===== src/rtl/fastlock_ctrl_pkg.sv =====
// Constants for the RF fastlock and counter reset control block.
// Assumes 24-bit configuration words arrive already deserialised.
package fastlock_ctrl_pkg;
	// ----------------------------------------------------------------
	// Word layout and routing
	// ----------------------------------------------------------------
	localparam int          WORD_W           = 24;
	localparam int          SEL_W            = 4;
	localparam logic [3:0]  SEL_FASTLOCK     = 4'hd; // Fastlock control word
	localparam logic [3:0]  SEL_COUNTER      = 4'hf; // Lock detect and counter word
	// Fastlock control word fields
	localparam int          TOC_LSB          = 4;
	localparam int          TOC_W            = 14;
	localparam int          CPF_LSB          = 18;
	localparam int          CPF_W            = 4;
	localparam int          SLIP_LSB         = 22;
	localparam int          SLIP_W           = 2;
	// Lock detect and counter word fields
	localparam int          RF_FLOAT_BIT     = 4;
	localparam int          IF_FLOAT_BIT     = 5;
	localparam int          RF_CLEAR_BIT     = 6;
	localparam int          IF_CLEAR_BIT     = 7;
	localparam int          LD_QUARTER_BIT   = 13;
	// ----------------------------------------------------------------
	// Values after reset and mode codes
	// ----------------------------------------------------------------
	localparam logic [13:0] TOC_RESET        = 14'h0000;
	localparam logic [3:0]  CPF_RESET        = 4'h0;
	localparam logic [1:0]  SLIP_RESET       = 2'h0;
	localparam logic        CTRL_BIT_RESET   = 1'b0;
	localparam logic [13:0] TOC_HIZ          = 14'h0000;
	localparam logic [13:0] TOC_MANUAL       = 14'h0001;
	localparam logic [13:0] TOC_DRIVE_LOW    = 14'h0002;
	localparam logic [13:0] TOC_DRIVE_HIGH   = 14'h0003;
	localparam logic [13:0] TOC_AUTO_MIN     = 14'h0004;
	localparam logic [1:0]  LD_QUARTER_LAST  = 2'h3; // Divide by 4
	localparam int          FAST_CNT_W       = TOC_W + 1;
	localparam int          MULT_W           = CPF_W + 1;
	localparam logic [4:0]  MULT_BASE        = 5'h01;
	localparam logic [4:0]  SLIP_FACTOR_1    = 5'h01;
	localparam logic [4:0]  SLIP_FACTOR_2    = 5'h02;
	localparam logic [4:0]  SLIP_FACTOR_4    = 5'h04;
	localparam logic [4:0]  SLIP_FACTOR_16   = 5'h10;
	localparam logic [14:0] FAST_CNT_RESET   = 15'h0000;
	localparam logic [1:0]  LD_CNT_RESET     = 2'h0;
	// Pin mode of the fastlock pin
	typedef enum logic [1:0] {PIN_HIZ, PIN_LOW, PIN_HIGH, PIN_FASTLOCK} pin_mode_e;
endpackage


===== src/rtl/rf_fastlock_and_counter_reset_ctrl.sv =====
// RF fastlock time-out control, charge pump and counter reset steering.
// Assumes the serial port hands over whole 24-bit words with a one-cycle
// strobe, and that comparison events arrive as one-cycle enables on clk.
`timescale 1ns/1ps

module rf_fastlock_and_counter_reset_ctrl
	import fastlock_ctrl_pkg::*;
(
	// Clock and reset
	input  wire logic                clk,
	input  wire logic                rst_n,
	// Received configuration word
	input  wire logic                wordValid,
	input  wire logic [WORD_W-1:0]   wordData,
	// Timing events
	input  wire logic                rfCompPulse,
	input  wire logic                ifCompPulse,
	input  wire logic                fastLockTrigger,
	input  wire logic                powerUp,
	// Fastlock pin
	output logic                     rfFastLockPinOut,
	output logic                     rfFastLockPinOe,
	// RF loop controls
	output logic                     fastLockActive,
	output logic [MULT_W-1:0]        rfPumpMultiple,
	output logic [4:0]               cycleSlipDivider,
	// Lock detect rates
	output logic                     rfLockDetectPulse,
	output logic                     ifLockDetectPulse,
	// Counter and pump controls
	output logic                     rfCounterReset,
	output logic                     ifCounterReset,
	output logic                     rfPumpTristate,
	output logic                     ifPumpTristate
);

	// ----------------------------------------------------------------
	// Configuration fields and internal state
	// ----------------------------------------------------------------
	logic [TOC_W-1:0]      rfTimeoutCount;
	logic [CPF_W-1:0]      rfFastPumpCurrent;
	logic [SLIP_W-1:0]     cycleSlipFactor;
	logic                  lockDetectQuarter;
	logic                  rfCounterClear;
	logic                  ifCounterClear;
	logic                  rfPumpFloat;
	logic                  ifPumpFloat;
	logic [FAST_CNT_W-1:0] fastCount;
	logic [1:0]            ldCount;
	logic                  powerUpReset;
	pin_mode_e             pinMode;

	// Word routing by its select nibble
	wire logic [SEL_W-1:0] wordSel      = wordData[SEL_W-1:0];
	wire logic             loadFastlock = wordValid && (wordSel == SEL_FASTLOCK);
	wire logic             loadCounter  = wordValid && (wordSel == SEL_COUNTER);

	// Fastlock control word: only the fields of this block are kept
	always_ff @(posedge clk or negedge rst_n) begin
		if (!rst_n) begin
			rfTimeoutCount    <= TOC_RESET;
			rfFastPumpCurrent <= CPF_RESET;
			cycleSlipFactor   <= SLIP_RESET;
		end else if (loadFastlock) begin
			rfTimeoutCount    <= wordData[TOC_LSB +: TOC_W];
			rfFastPumpCurrent <= wordData[CPF_LSB +: CPF_W];
			cycleSlipFactor   <= wordData[SLIP_LSB +: SLIP_W];
		end
	end

	// Lock detect and counter word; fixed bits of the word are ignored
	always_ff @(posedge clk or negedge rst_n) begin
		if (!rst_n) begin
			lockDetectQuarter <= CTRL_BIT_RESET;
			rfCounterClear    <= CTRL_BIT_RESET;
			ifCounterClear    <= CTRL_BIT_RESET;
			rfPumpFloat       <= CTRL_BIT_RESET;
			ifPumpFloat       <= CTRL_BIT_RESET;
		end else if (loadCounter) begin
			lockDetectQuarter <= wordData[LD_QUARTER_BIT];
			rfCounterClear    <= wordData[RF_CLEAR_BIT];
			ifCounterClear    <= wordData[IF_CLEAR_BIT];
			rfPumpFloat       <= wordData[RF_FLOAT_BIT];
			ifPumpFloat       <= wordData[IF_FLOAT_BIT];
		end
	end

	// ----------------------------------------------------------------
	// Fastlock time-out
	// ----------------------------------------------------------------
	wire logic                  autoMode   = rfTimeoutCount >= TOC_AUTO_MIN;
	wire logic                  manualMode = rfTimeoutCount == TOC_MANUAL;
	wire logic [FAST_CNT_W-1:0] fastLoad   = {rfTimeoutCount, 1'b0};
	wire logic                  autoActive = fastCount != FAST_CNT_RESET;

	// Load wins over a same-cycle decrement; leaving auto mode aborts at once
	always_ff @(posedge clk or negedge rst_n) begin
		if (!rst_n) begin
			fastCount <= FAST_CNT_RESET;
		end else if (!autoMode) begin
			fastCount <= FAST_CNT_RESET;
		end else if (fastLockTrigger) begin
			fastCount <= fastLoad;
		end else if (rfCompPulse && autoActive) begin
			fastCount <= fastCount - 1'b1;
		end
	end

	assign fastLockActive = manualMode || (autoMode && autoActive);

	// Pin mode decode; in auto mode the pin pulls low while fastlock runs, otherwise it floats
	assign pinMode = autoMode                          ? PIN_FASTLOCK :
	                 (rfTimeoutCount == TOC_HIZ)       ? PIN_HIZ :
	                 (rfTimeoutCount == TOC_DRIVE_HIGH) ? PIN_HIGH : PIN_LOW;

	always_comb begin
		rfFastLockPinOut = 1'b0;
		rfFastLockPinOe  = 1'b0;
		unique case (pinMode)
			PIN_HIZ: begin
				rfFastLockPinOe = 1'b0;
			end
			PIN_LOW: begin
				rfFastLockPinOe = 1'b1;
			end
			PIN_HIGH: begin
				rfFastLockPinOut = 1'b1;
				rfFastLockPinOe  = 1'b1;
			end
			PIN_FASTLOCK: begin
				rfFastLockPinOe = autoActive;
			end
		endcase
	end

	// ----------------------------------------------------------------
	// Pump current and cycle slip factor
	// ----------------------------------------------------------------
	wire logic [MULT_W-1:0] fastMultiple = {1'b0, rfFastPumpCurrent} + MULT_BASE;
	assign rfPumpMultiple   = fastLockActive ? fastMultiple : MULT_BASE;
	// Divider of the sample rate; 1 means reduction is off
	assign cycleSlipDivider = (cycleSlipFactor == 2'h0) ? SLIP_FACTOR_1 :
	                          (cycleSlipFactor == 2'h1) ? SLIP_FACTOR_2 :
	                          (cycleSlipFactor == 2'h2) ? SLIP_FACTOR_4 : SLIP_FACTOR_16;

	// ----------------------------------------------------------------
	// Lock detect rate
	// ----------------------------------------------------------------
	// Counter free-runs on comparison events so the divided rate stays even
	always_ff @(posedge clk or negedge rst_n) begin
		if (!rst_n) begin
			ldCount <= LD_CNT_RESET;
		end else if (rfCompPulse) begin
			ldCount <= ldCount + 1'b1;
		end
	end

	assign rfLockDetectPulse = rfCompPulse && (!lockDetectQuarter || ldCount == LD_QUARTER_LAST);
	assign ifLockDetectPulse = ifCompPulse;

	// ----------------------------------------------------------------
	// Counter reset and pump float
	// ----------------------------------------------------------------
	// Power-up stretched by one register so a one-cycle pulse resets the counters for two cycles
	always_ff @(posedge clk or negedge rst_n) begin
		if (!rst_n) begin
			powerUpReset <= 1'b0;
		end else begin
			powerUpReset <= powerUp;
		end
	end

	assign rfCounterReset = rfCounterClear || powerUp || powerUpReset;
	assign ifCounterReset = ifCounterClear || powerUp || powerUpReset;
	// A counter reset always floats its pump; float alone leaves counters running
	assign rfPumpTristate = rfCounterReset || rfPumpFloat;
	assign ifPumpTristate = ifCounterReset || ifPumpFloat;
endmodule


===== config.mk =====
export PLATFORM = sky130hd
export DESIGN_NAME = rf_fastlock_and_counter_reset_ctrl
export DESIGN_NICKNAME = d
export VERILOG_FILES = /design/src/rtl/fastlock_ctrl_pkg.sv /design/src/rtl/rf_fastlock_and_counter_reset_ctrl.sv
export SDC_FILE = /design/constraint.sdc
export NUM_CORES = 1
export LEC_CHECK = 0
export ABC_AREA = 0
export BUFFER_PORTS_ARGS = -buffer_cell sky130_fd_sc_hd__buf_2
export CORE_AREA = 2 2 90 66
export CTS_CLUSTER_SIZE = 25
export DETAILED_ROUTE_END_ITERATION = 6
export DIE_AREA = 0 0 92 68
export PLACE_DENSITY_LB_ADDON = 0.08
export SYNTH_ARGS = -nofsm -noshare
export SYNTH_HDL_FRONTEND = slang
export SYNTH_SLANG_ARGS = --single-unit

===== constraint.sdc =====
create_clock -name clk -period 2.1 [get_ports clk]
set_input_delay 0 -clock clk [delete_from_list [all_inputs] [get_ports clk]]
set_output_delay 0 -clock clk [all_outputs]
set_load 0.005 [all_outputs]

# Word level (Yosys, flattened, before mapping)
# Index checks and enable logic that the tools add are counted.
# W data, S select, Z words.
# word_totals
output_inout_bits	19
register_bits	43
word_cells	57
input_bits	31
# op_classes
n_lt_le_gt_ge	1
mux	12
n_reduce_logical	19
add_sub_neg	3
eq_ne	11
# op_table
op	n
$mux W15	3
$mux W5	4
$reduce_bool A15 Y1	1
$sub A15 B1 Y15 const B	1
$eq A14 B1 Y1 const B	1
$eq A14 B2 Y1 const B	1
$ge A14 B3 Y1 const B	1
$logic_not A14 Y1	1
$eq A2 B2 Y1 const B	4
$eq A4 B4 Y1 const B	2
$logic_or A1 B1 Y1	8
$mux W2	3
$add A4 B1 Y5 const B	1
$logic_and A1 B1 Y1	5
$eq A2 B1 Y1 const B	2
$logic_not A2 Y1	2
$ne A3 B2 Y1 const B	1
$pmux W1 S3	1
$add A2 B1 Y2 const B	1
$reduce_or A2 Y1	1
$logic_not A1 Y1	1
$mux W1	1

# Logic depth before layout (Yosys ltp)
# depth
word_depth	7
ltp_mapped	7
ltp_nobuf	7

# Least setup slack after synthesis
# OpenSTA, ideal clock, no wires.
# synth_timing
path_type	register to register
startpoint	register fastCount[0]
endpoint	register fastCount[3]
arrival_time_ns	1.708
stages_incl_launch_ff	7
path_buffers	0
slack_ns	0.280
path_cell_list	dfrtp_1 inv_1 ha_1 nor4b_1 nand4_2 and4_2 a2111oi_2
# synth_via
elab_chain_len	4
word_cells_on_any_way	7
classes_between	1 x add/sub; 1 x eq/ne; 3 x mux; 2 x reduce/logical
# synth_rtl
element	line_no	text
start: declaration	rf_fastlock_and_counter_reset_ctrl.sv:48	logic [FAST_CNT_W-1:0] fastCount;
start signal: assignment	rf_fastlock_and_counter_reset_ctrl.sv:103	fastCount <= fastLoad;
start signal: assignment	rf_fastlock_and_counter_reset_ctrl.sv:105	fastCount <= fastCount - 1'b1;
$sub A15 B1 Y15	rf_fastlock_and_counter_reset_ctrl.sv:105	
$mux W15	rf_fastlock_and_counter_reset_ctrl.sv:104	end else if (rfCompPulse && autoActive) begin
$mux W15	rf_fastlock_and_counter_reset_ctrl.sv:102	end else if (fastLockTrigger) begin
$mux W15	rf_fastlock_and_counter_reset_ctrl.sv:100	end else if (!autoMode) begin
# Several ways; a longest one is shown, not always the timed one. The select of a mux whose other input is x is not followed.
# A chain may end at the register's enable or synchronous reset.

# Final worst setup path
# layout_timing
startpoint	register rfTimeoutCount[11]
endpoint	output rfPumpMultiple[2]
# layout_via
elab_chain_len	4
word_cells_on_any_way	5
classes_between	1 x order compare; 1 x eq/ne; 1 x mux; 2 x reduce/logical
# layout_rtl
element	line_no	text
start: declaration	rf_fastlock_and_counter_reset_ctrl.sv:40	logic [TOC_W-1:0] rfTimeoutCount;
start signal: assignment	rf_fastlock_and_counter_reset_ctrl.sv:65	rfTimeoutCount <= wordData[TOC_LSB +: TOC_W];
$ge A14 B3 Y1	rf_fastlock_and_counter_reset_ctrl.sv:91	wire logic autoMode = rfTimeoutCount >= TOC_AUTO_MIN;
$logic_and A1 B1 Y1	rf_fastlock_and_counter_reset_ctrl.sv:109	assign fastLockActive = manualMode || (autoMode && autoActive);
$logic_or A1 B1 Y1 (*)	rf_fastlock_and_counter_reset_ctrl.sv:109	
$mux W5 (*)	rf_fastlock_and_counter_reset_ctrl.sv:140	assign rfPumpMultiple = fastLockActive ? fastMultiple : MULT_BASE;
end: declaration	rf_fastlock_and_counter_reset_ctrl.sv:25	output logic [MULT_W-1:0] rfPumpMultiple,
# Mark *: on every way between the ends. The rest lies on a longest branch, timed or not.

==> impl_metrics.yaml <==
status:
  status: "complete, no violations"
route:
  vias: 1939
  route.detailed.drc: 0
  ant_nets: 0
  first_iter_violations: 165
  wl_um: 5730
  wl_per_cell_um: 15.40
  firstDrtPassIters: 4
  vias_per_cell: 5.212
global_route:
  gr-total-overflow: 0
  grt_max_degree: 44
  first_global_vias: 1870
  gr-usage-all-layers: 0.1954
  grt_antenna_before_repair: 0
  grt_pass1_wl_um: 9308
final_layout:
  design_area_mm2: 0.003137
  final_cell_mix: "buf_2, dfrtp_1, mux2_2, dlygate4sd3_1, nor2_1"
  antenna_cells: 0
  layout.nets: 332
  mostFrequentLayoutCell: "buf_2"
  syn_to_final_growth_pct: 32.23
  drive_gt1_frac: 0.4040
synthesis:
  seq_area_frac_synth: 0.4536
  synth_warnings: 0
  syn-mean-instance-area_um2: 10.73
  synth_top_family_by_area: "simple AND/OR/NAND/NOR gates"
  ys_seq_elements: 43
  synth_compound_area_frac: 0.1329
  syn_inst: 221
  ys_types: 51
  synth_xor_area_frac: 0.01108
  synthSimpleGateAreaFrac: 0.2068
  synth_fp_nets: 257
  synthMuxAreaShare: 0.1234
  synth_fa_ha_area_frac: 0.02637
  syn-cell-area_mm2: 0.002372
clock_tree:
  htreeDepth: 2
  cts_tree: "yes"
  cts_made_buffers: 5
  cts_sinks: 43
  root_buffer: "clkbuf_8"
  clk_latency_ps: 300
  clockBufferDepth: 2
  clk_transition_reported_paths_ps: 90
worst_hold_path:
  min-delay-start: "ifCompPulse"
  hold_path_class: "in2out"
  whs_endpoint: "ifLockDetectPulse"
  holdPathStages: 0
critical_path:
  r2r-start: "fastCount[4]$_DFFE_PN0P_"
  rr_endpoint: "fastCount[7]$_DFFE_PN0P_"
  cp.arrival_ps: 1980
  endpoint_kind: "output port"
  ff2ff_setup_slack_ps: 200
  cp-start-kind: "flop"
  rr_worst_depth: 5
  path_max_fanout: 7
  worst-setup-path-type: "reg2out"
  worstPathRequired_ps: 2100
timing:
  timing.final.crit_share: 0.9445
  slew_violations: 0
  tightest_slew_ps: 568.1
  max-slew-margin-rel: 0.6209
  skew_ps: 10.45
  hold_violations: 0
  rsz0062_at_grt: "true"
  fin_hold_ws_ps: 0.002251
  setup_viol_count_final: 0
  fmax_ghz: 0.5042
  fin_crit_ps: 1984
power_and_ir_drop:
  p_leak_nw: 1.381
  power.density_mw_per_mm2: 819.1
  peakVddDrop_uv: 443.4
placed_design:
  port_buffers: 46
  dpl.hpwl_um: 3992
  postPlaceCellArea_mm2: 0.002714
  routabilityCongestion: 0.8638
floorplanning:
  coreArea_mm2: 0.005468
  die_h_um: 68
  die-area_mm2: 0.006256
  io_pins: 50
  rows: 23
  die_x_um: 92
  initial_core_util: 0.4339
run:
  drv_cap: 0
[synth_stat cells (all sizes together)]
cell type / count / share of area
a21boi: 1 / 0.0032
a2111o: 1 / 0.0047
o311ai: 1 / 0.0037
and4: 5 / 0.020
nand4: 6 / 0.018
a2bb2oi: 1 / 0.0037
a21oi: 5 / 0.011
or3: 2 / 0.0053
nand2: 12 / 0.019
a31oi: 2 / 0.0053
nor4b: 1 / 0.0037
mux2: 23 / 0.11
nand3: 4 / 0.0084
and2: 3 / 0.0079
ha: 5 / 0.026
a2111oi: 5 / 0.029
buf: 4 / 0.011
nor2b: 4 / 0.011
a211oi: 8 / 0.025
or4: 3 / 0.013
dfrtp: 43 / 0.45
o221a: 2 / 0.0095
o21ai: 8 / 0.017
or2: 5 / 0.013
xor2: 2 / 0.0074
nand2b: 2 / 0.0063
conb: 1 / 0.0016
and3: 4 / 0.011
clkbuf: 7 / 0.011
nor2: 17 / 0.027
nor4: 7 / 0.034
xnor2: 1 / 0.0037
or3b: 1 / 0.0037
o211a: 1 / 0.0042
inv: 14 / 0.022
a311oi: 3 / 0.014
nor3: 3 / 0.0063
o31ai: 1 / 0.0032
mux2i: 3 / 0.014
[power by group]
| part | internal, mW | switching [mW] |
|---|---|---|
| sequential | 1.02 | 0.231 |
| combinational | 0.370 | 0.286 |
| clock | 0.355 | 0.308 |
[critical path, stage by stage, from the launching register on]
cell and delay (ps):
dfrtp_1 450, nor4_4 330, nand3_2 140, buf_6 160, mux2i_2 160, buf_4 160
nor2_1 140, buf_2 140
[worst max path at each step]
stage | start | to | slack (ps)
floorplan | fastCount[0]$_DFFE_PN0P_ | fastCount[3]$_DFFE_PN0P_ | 280
global placement | fastCount[0]$_DFFE_PN0P_ | rfPumpMultiple[1] | 220
detailed placement | fastCount[0]$_DFFE_PN0P_ | rfPumpMultiple[1] | 140
CTS | rfTimeoutCount[11]$_DFFE_PN0P_ | rfPumpMultiple[1] | 30
global route | rfTimeoutCount[12]$_DFFE_PN0P_ | rfFastLockPinOe | -3
finish | rfTimeoutCount[11]$_DFFE_PN0P_ | rfPumpMultiple[2] | 120
[repair_timing]
item	CTS	global route
buffers inserted	2	0
gates resized for setup	5	8
hold endpoints to repair	69	0
hold buffers	22	0
gates cloned	0	0
setup endpoints to repair	7	6
pin swaps	2	2
[final cells by class]
type / count / area (um^2)
clock buffers: 5 / 68.82
clock inverters: 3 / 43.79
fillers: 503 / 2331
inverters: 14 / 52.55
multi-input cells: 153 / 1264
flip-flops and latches: 43 / 1077
well taps: 75 / 93.84
repair buffers: 79 / 536.8
[logic make-up (layout without fill, tap and decap cells)]
| kind of cell | after synthesis | in the layout |
|---|---|---|
| other | 1 | 1 |
| adder cells (fa/ha/maj) | 5 | 5 |
| multiplexers | 26 | 26 |
| AND/OR/NAND/NOR | 79 | 79 |
| buffers and inverters | 25 | 101 |
| XOR/XNOR | 3 | 3 |
| flip-flops | 43 | 43 |
| AO/OA/AOI/OAI | 39 | 39 |
[metrics by stage]
stage / total power [mW] / worst slack [ps] / instances / setup TNS, ps / utilization
6_report: 2.569 / 116.5 / 372 / 0 / 0.5737
5_1_grt: 2.723 / -3.145 / 372 / -3.145 / 0.5737
4_1_cts: 2.546 / 32.64 / 372 / 0 / 0.5654
3_5_place_dp: 1.834 / 144.4 / 340 / 0 / 0.4963
3_3_place_gp: 1.825 / 222.9 / 340 / 0 / 0.4963
2_1_floorplan: 1.590 / 280.2 / 221 / 0 / -
[per-layer routing]
| metal | part of all wire | global-route usage | up-vias |
|---|---|---|---|
| met5 | 0 | 0 | - |
| met4 | 0.0059 | 0.03731 | 0 |
| met3 | 0.051 | 0.05286 | 4 |
| met2 | 0.44 | 0.3097 | 50 |
| met1 | 0.51 | 0.2742 | 922 |
| li1 | - | - | 963 |
[state kept, by name (all words and copies together) (netlist names)]
name,count
ifPumpFloat,1
cycleSlipFactor,2
lockDetectQuarter,1
fastCount,15
ldCount,2
rfPumpFloat,1
ifCounterClear,1
rfCounterClear,1
rfFastPumpCurrent,4
rfTimeoutCount,14
powerUpReset,1
Note: power is estimated with default switching activity, not from simulation.
